$ cat config.mk
export PLATFORM = sky130hd
export DESIGN_NAME = rtcf_top
export DESIGN_NICKNAME = d
export VERILOG_FILES = /design/src/hw/rtcf_pkg.sv /design/src/hw/rtcf_evt_if.sv /design/src/hw/rtcf_top.sv /design/src/hw/rtcf_divider.sv /design/src/hw/rtcf_alarm.sv
export SDC_FILE = /design/constraint.sdc
export NUM_CORES = 1
export LEC_CHECK = 0
export BUFFER_PORTS_ARGS = -buffer_cell sky130_fd_sc_hd__buf_2
export CORE_MARGIN = 10
export CORE_UTILIZATION = 44
export DETAILED_ROUTE_END_ITERATION = 8
export GPL_TIMING_DRIVEN = 0
export PLACE_DENSITY = 0.64
export SYNTH_ARGS = -nofsm -noshare
export SYNTH_HDL_FRONTEND = slang
export SYNTH_HIERARCHICAL = 1
export SYNTH_SLANG_ARGS = --single-unit
$ cat constraint.sdc
create_clock -name clk -period 3.21 [get_ports clk]
set_input_delay 0.4815 -clock clk [delete_from_list [all_inputs] [get_ports clk]]
set_output_delay 0.4815 -clock clk [all_outputs]
set_load 0.01 [all_outputs]
$ cat src/hw/rtcf_pkg.sv
package rtcf_pkg;
	// bus addresses of the two status registers
	localparam logic [5:0] ADDR_FLAGS = 6'h0C;
	localparam logic [5:0] ADDR_VALID = 6'h0D;

	// status byte field positions
	localparam int MASTER_BIT   = 7;
	localparam int PERIODIC_BIT = 6;
	localparam int ALARM_BIT    = 5;
	localparam int UPDATE_BIT   = 4;
	localparam int VALID_BIT    = 7;

	// event vector index {periodic, alarm, update}
	localparam int EV_P = 2;
	localparam int EV_A = 1;
	localparam int EV_U = 0;

	// reset values
	localparam logic [2:0]  EVENTS_RST  = 3'h0;
	localparam logic [2:0]  ENABLES_RST = 3'h0;
	localparam logic [7:0]  DATA_RST    = 8'h00;
	localparam logic [14:0] DIV_RST     = 15'h0000;
	localparam logic [9:0]  PINS_RST    = 10'h3C0;

	// synchronised pin vector positions
	localparam int PIN_ADDR_LO = 0;
	localparam int PIN_RD_N    = 6;
	localparam int PIN_SEL_N   = 7;
	localparam int PIN_RESET_N = 8;
	localparam int PIN_BACKUP  = 9;

	// divider control patterns
	localparam logic [2:0] DV_RUN      = 3'h2;
	localparam logic [1:0] DV_HOLD_TOP = 2'h3;

	// divider taps
	localparam int DIV_STAGES = 15;
	localparam int SECOND_BIT = 14;
	localparam logic [1:0] ALARM_ANY = 2'h3;

	// timing
	localparam int CLK_PERIOD_NS  = 10;
	localparam int IRQ_RELEASE_US = 2;
	localparam int IRQ_RELEASE_CYC = (IRQ_RELEASE_US * 1000) / CLK_PERIOD_NS;

	typedef enum logic [1:0] {
		BUS_IDLE   = 2'b00,
		BUS_READ_F = 2'b01,
		BUS_READ_V = 2'b10
	} rtcf_bus_state_e;
endpackage

$ cat src/hw/rtcf_evt_if.sv
`timescale 1ns/1ps
interface rtcf_evt_if;
	logic [2:0] divider_control_field;
	logic [3:0] rate_select_field;
	logic       osc_tick;
	logic       periodic_tick;
	logic       second_tick;
	logic [7:0] cur_sec;
	logic [7:0] cur_min;
	logic [7:0] cur_hour;
	logic [7:0] alm_sec;
	logic [7:0] alm_min;
	logic [7:0] alm_hour;
	logic       alarm_hit;

	modport core (
		output divider_control_field, rate_select_field, osc_tick,
		output cur_sec, cur_min, cur_hour, alm_sec, alm_min, alm_hour,
		input  periodic_tick, second_tick, alarm_hit
	);
	modport divider (
		input  divider_control_field, rate_select_field, osc_tick,
		output periodic_tick, second_tick
	);
	modport alarm (
		input  second_tick, cur_sec, cur_min, cur_hour, alm_sec, alm_min, alm_hour,
		output alarm_hit
	);
endinterface

$ cat src/hw/rtcf_top.sv
// Overview of operation
// - Master request is set when any event flag and its enable are both one.
// - Interrupt pin is pulled low while the master request reads one.
// - Reading the flag register clears the flags it returned; reset pin low clears all flags.
// - Periodic flag sets on an edge of the selected divider tap.
// - Periodic flag sets regardless of its enable; enable only gates the request.
// - Alarm flag sets when current time matches the alarm time.
// - Update flag sets at the end of every update cycle.
// - Low four bits of the flag register read zero, writes ignored.
// - Validity bit ignores writes and reads one while backup source is good.
// - Validity bit reads zero once the backup source is exhausted.
// - Low seven bits of the validity register read zero, writes ignored.
// - Interrupt pin released within 2 us after a flag read ends.
// - Interrupt pin released within 2 us after reset pin goes low.
// - Oscillator runs within 1 s of the run pattern in divider control.
// - Update enable clears when set mode goes high or reset pin low.
// - Alarm byte with both top bits one matches any time value.
// - One update cycle per second, whatever the set mode.
// - Rate code picks one of thirteen divider taps or none.
`timescale 1ns/1ps
module rtcf_top
	import rtcf_pkg::*;
(
	// clock and reset
	input  wire logic       clk,
	input  wire logic       sys_rst,
	// host bus pins
	input  wire logic [5:0] addr,
	input  wire logic       rd_n,
	input  wire logic       rtc_sel_n,
	input  wire logic [7:0] data_in,
	output logic      [7:0] data_out,
	output logic            data_oe,
	// interrupt pin, open drain
	output logic            irq_out,
	output logic            irq_oe,
	// reset and backup pins
	input  wire logic       reset_n,
	input  wire logic       backup_good,
	// control from the mode register
	input  wire logic [2:0] divider_control_field,
	input  wire logic [3:0] rate_select_field,
	input  wire logic       set_mode,
	input  wire logic       enable_wr,
	input  wire logic [2:0] enable_wdata,
	// oscillator tick
	input  wire logic       osc_tick,
	// time and alarm bytes
	input  wire logic [7:0] cur_sec,
	input  wire logic [7:0] cur_min,
	input  wire logic [7:0] cur_hour,
	input  wire logic [7:0] alm_sec,
	input  wire logic [7:0] alm_min,
	input  wire logic [7:0] alm_hour,
	// enable readback
	output logic            periodic_irq_enable,
	output logic            alarm_irq_enable,
	output logic            update_irq_enable
);
	import rtcf_pkg::*;

	rtcf_evt_if ev ();

	logic [9:0]      pins_s1;
	logic [9:0]      pins_s2;
	logic [9:0]      pins_s3;
	logic [9:0]      pins_f;
	logic [5:0]      addr_f;
	logic            rd_act;
	logic            flags_hit;
	logic            valid_hit;
	logic            hard_clr;
	logic            backup_f;
	rtcf_bus_state_e bus_state;
	logic [2:0]      event_flags;
	logic [2:0]      next_flags;
	logic [2:0]      read_snap;
	logic            read_clear;
	logic            master_request_flag;
	logic            next_master;
	logic [2:0]      enables;
	logic [2:0]      set_events;
	logic            set_mode_q;
	logic [7:0]      status_byte;
	logic [7:0]      valid_byte;
	logic            unused_data;

	// carrier hookup
	assign ev.divider_control_field = divider_control_field;
	assign ev.rate_select_field     = rate_select_field;
	assign ev.osc_tick              = osc_tick;
	assign ev.cur_sec               = cur_sec;
	assign ev.cur_min               = cur_min;
	assign ev.cur_hour              = cur_hour;
	assign ev.alm_sec               = alm_sec;
	assign ev.alm_min               = alm_min;
	assign ev.alm_hour              = alm_hour;

	rtcf_divider u_divider (
		.clk     (clk),
		.sys_rst (sys_rst),
		.ev      (ev.divider)
	);

	rtcf_alarm u_alarm (
		.clk     (clk),
		.sys_rst (sys_rst),
		.ev      (ev.alarm)
	);

	// writes to the status registers have no effect
	assign unused_data = ^data_in;

	// three-stage pin synchroniser, bit counts when stages two and three agree
	always_ff @(posedge clk) begin
		if (sys_rst) begin
			pins_s1 <= PINS_RST;
			pins_s2 <= PINS_RST;
			pins_s3 <= PINS_RST;
			pins_f  <= PINS_RST;
		end else begin
			pins_s1 <= {backup_good, reset_n, rtc_sel_n, rd_n, addr};
			pins_s2 <= pins_s1;
			pins_s3 <= pins_s2;
			pins_f  <= (pins_s2 & pins_s3) | (pins_f & (pins_s2 | pins_s3));
		end
	end

	assign addr_f   = pins_f[PIN_ADDR_LO +: 6];
	assign rd_act   = !pins_f[PIN_RD_N] && !pins_f[PIN_SEL_N];
	assign hard_clr = !pins_f[PIN_RESET_N];
	assign backup_f = pins_f[PIN_BACKUP];

	// register images
	assign status_byte = {master_request_flag, event_flags, 4'h0};
	assign valid_byte  = {backup_f, 7'h00};

	// read strobe decode
	function automatic logic reg_hit(input logic act, input logic [5:0] a,
		input logic [5:0] target);
		reg_hit = act && (a == target);
	endfunction

	assign flags_hit = reg_hit(rd_act, addr_f, ADDR_FLAGS);
	assign valid_hit = reg_hit(rd_act, addr_f, ADDR_VALID);

	// bus sequencer
	always_ff @(posedge clk) begin
		if (sys_rst) begin
			bus_state <= BUS_IDLE;
		end else begin
			case (bus_state)
				BUS_IDLE: begin
					if (flags_hit) begin
						bus_state <= BUS_READ_F;
					end else if (valid_hit) begin
						bus_state <= BUS_READ_V;
					end
				end
				BUS_READ_F: begin
					if (!rd_act) begin
						bus_state <= BUS_IDLE;
					end
				end
				BUS_READ_V: begin
					if (!rd_act) begin
						bus_state <= BUS_IDLE;
					end
				end
				default: begin
					bus_state <= BUS_IDLE;
				end
			endcase
		end
	end

	// data bus drive, held until the strobe ends
	always_ff @(posedge clk) begin
		if (sys_rst) begin
			data_oe <= 1'b0;
		end else if (bus_state == BUS_IDLE) begin
			data_oe <= flags_hit || valid_hit;
		end else if (bus_state == BUS_READ_F || bus_state == BUS_READ_V) begin
			data_oe <= rd_act;
		end else begin
			data_oe <= 1'b0;
		end
	end

	// read data, flags frozen, validity refreshed
	always_ff @(posedge clk) begin
		if (sys_rst) begin
			data_out <= DATA_RST;
		end else if (bus_state == BUS_IDLE && flags_hit) begin
			data_out <= status_byte;
		end else if (bus_state == BUS_IDLE && valid_hit) begin
			data_out <= valid_byte;
		end else if (bus_state == BUS_READ_V) begin
			data_out <= valid_byte;
		end
	end

	// flags captured at read start
	always_ff @(posedge clk) begin
		if (sys_rst) begin
			read_snap <= EVENTS_RST;
		end else if (bus_state == BUS_IDLE && flags_hit) begin
			read_snap <= event_flags;
		end
	end

	// clear strobe when a flag read ends
	always_ff @(posedge clk) begin
		if (sys_rst) begin
			read_clear <= 1'b0;
		end else begin
			read_clear <= (bus_state == BUS_READ_F) && !rd_act;
		end
	end

	// event sources, periodic regardless of its enable
	assign set_events = {ev.periodic_tick, ev.alarm_hit, ev.second_tick};

	// flag update, set beats a read clear
	always_comb begin
		next_flags = event_flags;
		if (read_clear) begin
			next_flags = event_flags & ~read_snap;
		end
		next_flags = next_flags | set_events;
		if (hard_clr) begin
			next_flags = EVENTS_RST;
		end
		next_master = |(next_flags & enables);
	end

	always_ff @(posedge clk) begin
		if (sys_rst) begin
			event_flags <= EVENTS_RST;
		end else begin
			event_flags <= next_flags;
		end
	end

	// master request follows flags and enables
	always_ff @(posedge clk) begin
		if (sys_rst) begin
			master_request_flag <= 1'b0;
		end else begin
			master_request_flag <= next_master;
		end
	end

	// set mode edge detect
	always_ff @(posedge clk) begin
		if (sys_rst) begin
			set_mode_q <= 1'b0;
		end else begin
			set_mode_q <= set_mode;
		end
	end

	// interrupt enables
	always_ff @(posedge clk) begin
		if (sys_rst) begin
			enables <= ENABLES_RST;
		end else begin
			if (hard_clr) begin
				enables <= ENABLES_RST;
			end else begin
				if (enable_wr) begin
					enables <= enable_wdata;
				end
				if (set_mode && !set_mode_q) begin
					enables[EV_U] <= 1'b0;
				end
			end
		end
	end

	always_ff @(posedge clk) begin
		if (sys_rst) begin
			periodic_irq_enable <= 1'b0;
			alarm_irq_enable    <= 1'b0;
			update_irq_enable   <= 1'b0;
		end else begin
			periodic_irq_enable <= enables[EV_P];
			alarm_irq_enable    <= enables[EV_A];
			update_irq_enable   <= enables[EV_U];
		end
	end

	// open-drain interrupt pin, level always low
	always_ff @(posedge clk) begin
		if (sys_rst) begin
			irq_out <= 1'b0;
		end else begin
			irq_out <= 1'b0;
		end
	end

	// pin driven while the master request is set
	always_ff @(posedge clk) begin
		if (sys_rst) begin
			irq_oe <= 1'b0;
		end else begin
			irq_oe <= next_master;
		end
	end
endmodule

$ cat src/hw/rtcf_divider.sv
`timescale 1ns/1ps
module rtcf_divider
	import rtcf_pkg::*;
(
	// clock and reset
	input  wire logic clk,
	input  wire logic sys_rst,
	// event carrier
	rtcf_evt_if.divider ev
);
	logic [14:0] div_cnt;
	logic [14:0] next_div;
	logic        run;
	logic        hold;
	logic [3:0]  tap;

	// divider bit index for a rate code, 15 means no tap
	function automatic logic [3:0] tap_index(input logic [3:0] rs);
		case (rs)
			4'h0: tap_index = 4'hF;
			4'h1: tap_index = 4'h6;
			4'h2: tap_index = 4'h7;
			default: tap_index = rs - 4'h2;
		endcase
	endfunction

	assign run = (ev.divider_control_field == DV_RUN);
	assign hold = (ev.divider_control_field[2:1] == DV_HOLD_TOP);
	assign next_div = div_cnt + 15'h0001;
	assign tap = tap_index(ev.rate_select_field);

	// counting chain
	always_ff @(posedge clk) begin
		if (sys_rst || hold) begin
			div_cnt <= DIV_RST;
		end else if (run && ev.osc_tick) begin
			div_cnt <= next_div;
		end
	end

	// tap edge gives the periodic event
	always_ff @(posedge clk) begin
		if (sys_rst || hold || tap == 4'hF) begin
			ev.periodic_tick <= 1'b0;
		end else begin
			ev.periodic_tick <= run && ev.osc_tick && !div_cnt[tap] && next_div[tap];
		end
	end

	// one update each second
	always_ff @(posedge clk) begin
		if (sys_rst || hold) begin
			ev.second_tick <= 1'b0;
		end else begin
			ev.second_tick <= run && ev.osc_tick && !div_cnt[SECOND_BIT]
				&& next_div[SECOND_BIT];
		end
	end
endmodule

$ cat src/hw/rtcf_alarm.sv
`timescale 1ns/1ps
module rtcf_alarm
	import rtcf_pkg::*;
(
	// clock and reset
	input  wire logic clk,
	input  wire logic sys_rst,
	// event carrier
	rtcf_evt_if.alarm ev
);
	// byte match with don't-care code
	function automatic logic byte_match(input logic [7:0] alm, input logic [7:0] cur);
		byte_match = (alm[7:6] == ALARM_ANY) || (alm == cur);
	endfunction

	// compare at each update
	always_ff @(posedge clk) begin
		if (sys_rst) begin
			ev.alarm_hit <= 1'b0;
		end else begin
			ev.alarm_hit <= ev.second_tick
				&& byte_match(ev.alm_sec, ev.cur_sec)
				&& byte_match(ev.alm_min, ev.cur_min)
				&& byte_match(ev.alm_hour, ev.cur_hour);
		end
	end
endmodule

==> impl_results.md <==
- Final Hold Slack: 0.315 ns
- Place WS: 0.877 ns
- Share of cells above drive strength 1: 25.6%
- Top post-synthesis cells by area: dfxtp_1 (43%), xor2_1 (7.6%), nor2b_1 (4.2%)
- Core footprint: 0.00822 mm^2
- Register Area: 0.00160 mm^2
- Synth cell types: 63
- Clock-pin transition on the worst setup and hold timing paths: 0.08 ns
- WL/cell: 14.6 um
- Final instance area: 0.00447 mm^2
- Clock Latency Late Sink: 0.34 ns
- Port Buffers: 78
- Hold Fails Final Rpt: 0
- Setup CP Type: flop to flop
- Largest net degree at the start of global routing: 14
- IO Count: 95
- CP startpoint kind: flop
- Total GRT Usage: 13.8%
- Initial Util: 45.1%
- Cell Area, Placed: 0.00424 mm^2
- Initial antenna violation count: 0
- Vias in the first global route: 3140
- Setup Total Neg Slack: 0 ns
- Hold WC Path Type: primary input to flop
- Final setup margin: 1.15 ns
- H-tree levels: 3
- RSZ-0062 raised after global routing: false
- WP data required: 3.46 ns
- Nets: 586
- Flops & latches, synth: 80
- Total wire length: 8.85 mm
- Antenna Nets Post-Route: 0
- Clk sink count: 80
- Status: complete, no violations
- Period utilization: 64.2%
- Synth area leader: dfxtp_1
- CTS tree: done
- Register area share after synthesis: 43.2%
- Post-Syn Area: 0.00371 mm^2
- First-pass GRT wire length: 14.8 mm
- GRT overflow: 0
- MaxCap Viol Count: 0
- Leakage power total: 1.78 nW
- Area growth syn-to-layout: 20.7%
- Cell Rows: 33
- Final HPWL DP: 6.87 mm
- Yosys warning total: 6
- Worst EP arrival: 2.31 ns
- Clock skew: 0.00685 ns
- Worst slew pin tran: 0.542 ns
- Setup bufs post-CTS: 0
- Max VDD drop: 0.255 mV
- DR pass1 iterations: 4
- Filler cells: 754
- Die Ht: 112 um
- Slew Viols, Final: 0
- Power per cell area: 463 mW/mm^2
- Multi-input gate area: 0.00197 mm^2
- Post_cts resized: 0
- Overall power: 2.07 mW
- Die span in x: 112 um
- Root Buffer: clkbuf_8
- Via Count: 3173
- Drt via density: 5.22
- Antenna diode count: 0
- Buffer depth of the longest clock path: 2
- Max Clk Rate: 0.485 GHz
- Number of flops mapped to enable cells by yosys: 0
- Util after Layout: 54.4%
- Starting DRT DRC Count: 162
- Crit. End Element: flop
- Synth top area share: 43.2%
- Setup-failing EPs final: 0
- Final instance count without filler cells: 608
- Worst-path maximum fanout: 7
- Hold Buf Count CTS: 0
- GPL Wtd Cong: 0.949
- Post-layout min period: 2.06 ns
- Cts bufs inserted: 9
- Mean Syn Cell Area: 9.11 um^2
- # DRC: 0
- Area of the die: 0.0125 mm^2
- Main synth FF type: dfxtp_1
- Async S/R FF share, synth: 0%
- # placed instances: 594
- Max-slew headroom: 63.9%
- Syn Inst Count: 407
-- cells in the mapped netlist, types with 4 or more instances --
| cell | number |
|---|---|
| nor3_1 | 7 |
| nor4_1 | 9 |
| inv_1 | 9 |
| nand4_1 | 5 |
| mux2i_1 | 5 |
| buf_2 | 5 |
| xnor2_1 | 4 |
| a31oi_1 | 6 |
| or2_2 | 12 |
| o21ai_0 | 18 |
| nand3_1 | 10 |
| ha_1 | 5 |
| nor2b_1 | 25 |
| nand2b_1 | 9 |
| a21oi_1 | 31 |
| nor2_1 | 28 |
| nand2_1 | 25 |
| clkbuf_1 | 9 |
| a22oi_1 | 4 |
| dfxtp_1 | 80 |
| o21bai_1 | 5 |
| xor2_1 | 32 |
| buf_4 | 6 |
| nand3b_1 | 4 |
-- state kept, by name (all words and copies together), names as in the netlist --
| name | cells |
|---|---|
| update_irq_enable | 1 |
| read_clear | 1 |
| pins_s2 | 10 |
| u_divider/div_cnt | 15 |
| read_snap | 3 |
| pins_s1 | 10 |
| event_flags | 3 |
| u_alarm/ev.alarm_hit | 1 |
| alarm_irq_enable | 1 |
| periodic_irq_enable | 1 |
| set_mode_q | 1 |
| data_out | 4 |
| bus_state | 2 |
| enables | 3 |
| data_oe | 1 |
| pins_s3 | 10 |
| irq_oe | 1 |
| u_divider/ev.periodic_tick | 1 |
| u_divider/ev.second_tick | 1 |
| pins_f | 10 |
-- worst max-delay path, stage by stage (launching register included) --
cell and delay [ns]:
dfxtp_1 0.48, ha_1 0.26, nand3_1 0.14, nor2_1 0.31, nand2_1 0.09, o41ai_1 0.27
a31oi_1 0.15, a221oi_2 0.27
-- placed cells by master (no fill, tap or decap), types with 3 or more instances in the layout --
cell type / synthesis / final
buf_2: 5 / 83
dfxtp_1: 80 / 80
xor2_1: 32 / 32
a21oi_1: 31 / 31
nor2_1: 28 / 28
nand2_1: 25 / 25
nor2b_1: 25 / 25
o21ai_0: 18 / 18
or2_2: 12 / 12
nand3_1: 10 / 10
inv_1: 9 / 9
clkbuf_1: 9 / 9
nand2b_1: 9 / 9
clkbuf_8: 0 / 9
nor4_1: 9 / 9
nor3_1: 7 / 7
a31oi_1: 6 / 6
buf_4: 6 / 6
mux2i_1: 5 / 5
o21bai_1: 5 / 5
ha_1: 5 / 5
conb_1: 1 / 5
nand4_1: 5 / 5
nand3b_1: 4 / 4
a22oi_1: 4 / 4
xnor2_1: 4 / 4
and2_1: 3 / 3
o31ai_1: 3 / 3
bufinv_16: 0 / 3
and3_1: 3 / 3
or3_1: 3 / 3
-- path summary, 6_finish.rpt --
check / from / to / slack [ns] / cells past startpoint
worst max-delay path: u_divider/div_cnt[0] / u_divider/ev.periodic_tick / 1.15 / 7
worst max register to register: u_divider/div_cnt[0] / u_divider/ev.periodic_tick / 1.15 / 7
worst min-delay path: backup_good / pins_s1[9] / 0.31 / 2
worst min register to register: pins_s1[7] / pins_s2[7] / 0.41 / 1
-- power breakdown --
group	internal (mW)	total, mW	switching, mW
sequential	1.01	1.02	0.00850
combinational	0.0915	0.187	0.0959
clock	0.511	0.865	0.354
-- routing by layer --
metal | global-route usage [%] | part of all wire [%] | vias up
met5 | 0 | 0 | -
met1 | 18.4 | 49 | 1443
li1 | - | - | 1611
met3 | 4.40 | 8.3 | 7
met2 | 20.9 | 42 | 112
met4 | 3.51 | 0.72 | 0
-- cells by family after synthesis --
group                      share of synthesized area, %
DFF                                                43.2
adders and majority gates                          1.69
xor gates and xnor gates                           8.51
AOI/OAI and AO/OA                                  15.4
buffers and inverters                              4.02
and+or+nand+nor                                    25.8
other                                             0.101
muxes                                              1.35
-- layout make-up --
cell class                 instances  area share [%]
buffer                            21            2.57
clock buffer                       9            2.77
clock inverter                     5            2.38
inverter                           9           0.755
multi-input combinational        301            44.1
sequential                        80            35.8
tap                              105            2.94
timing repair buffer              78            8.73
(Power assumes the default switching activity.)
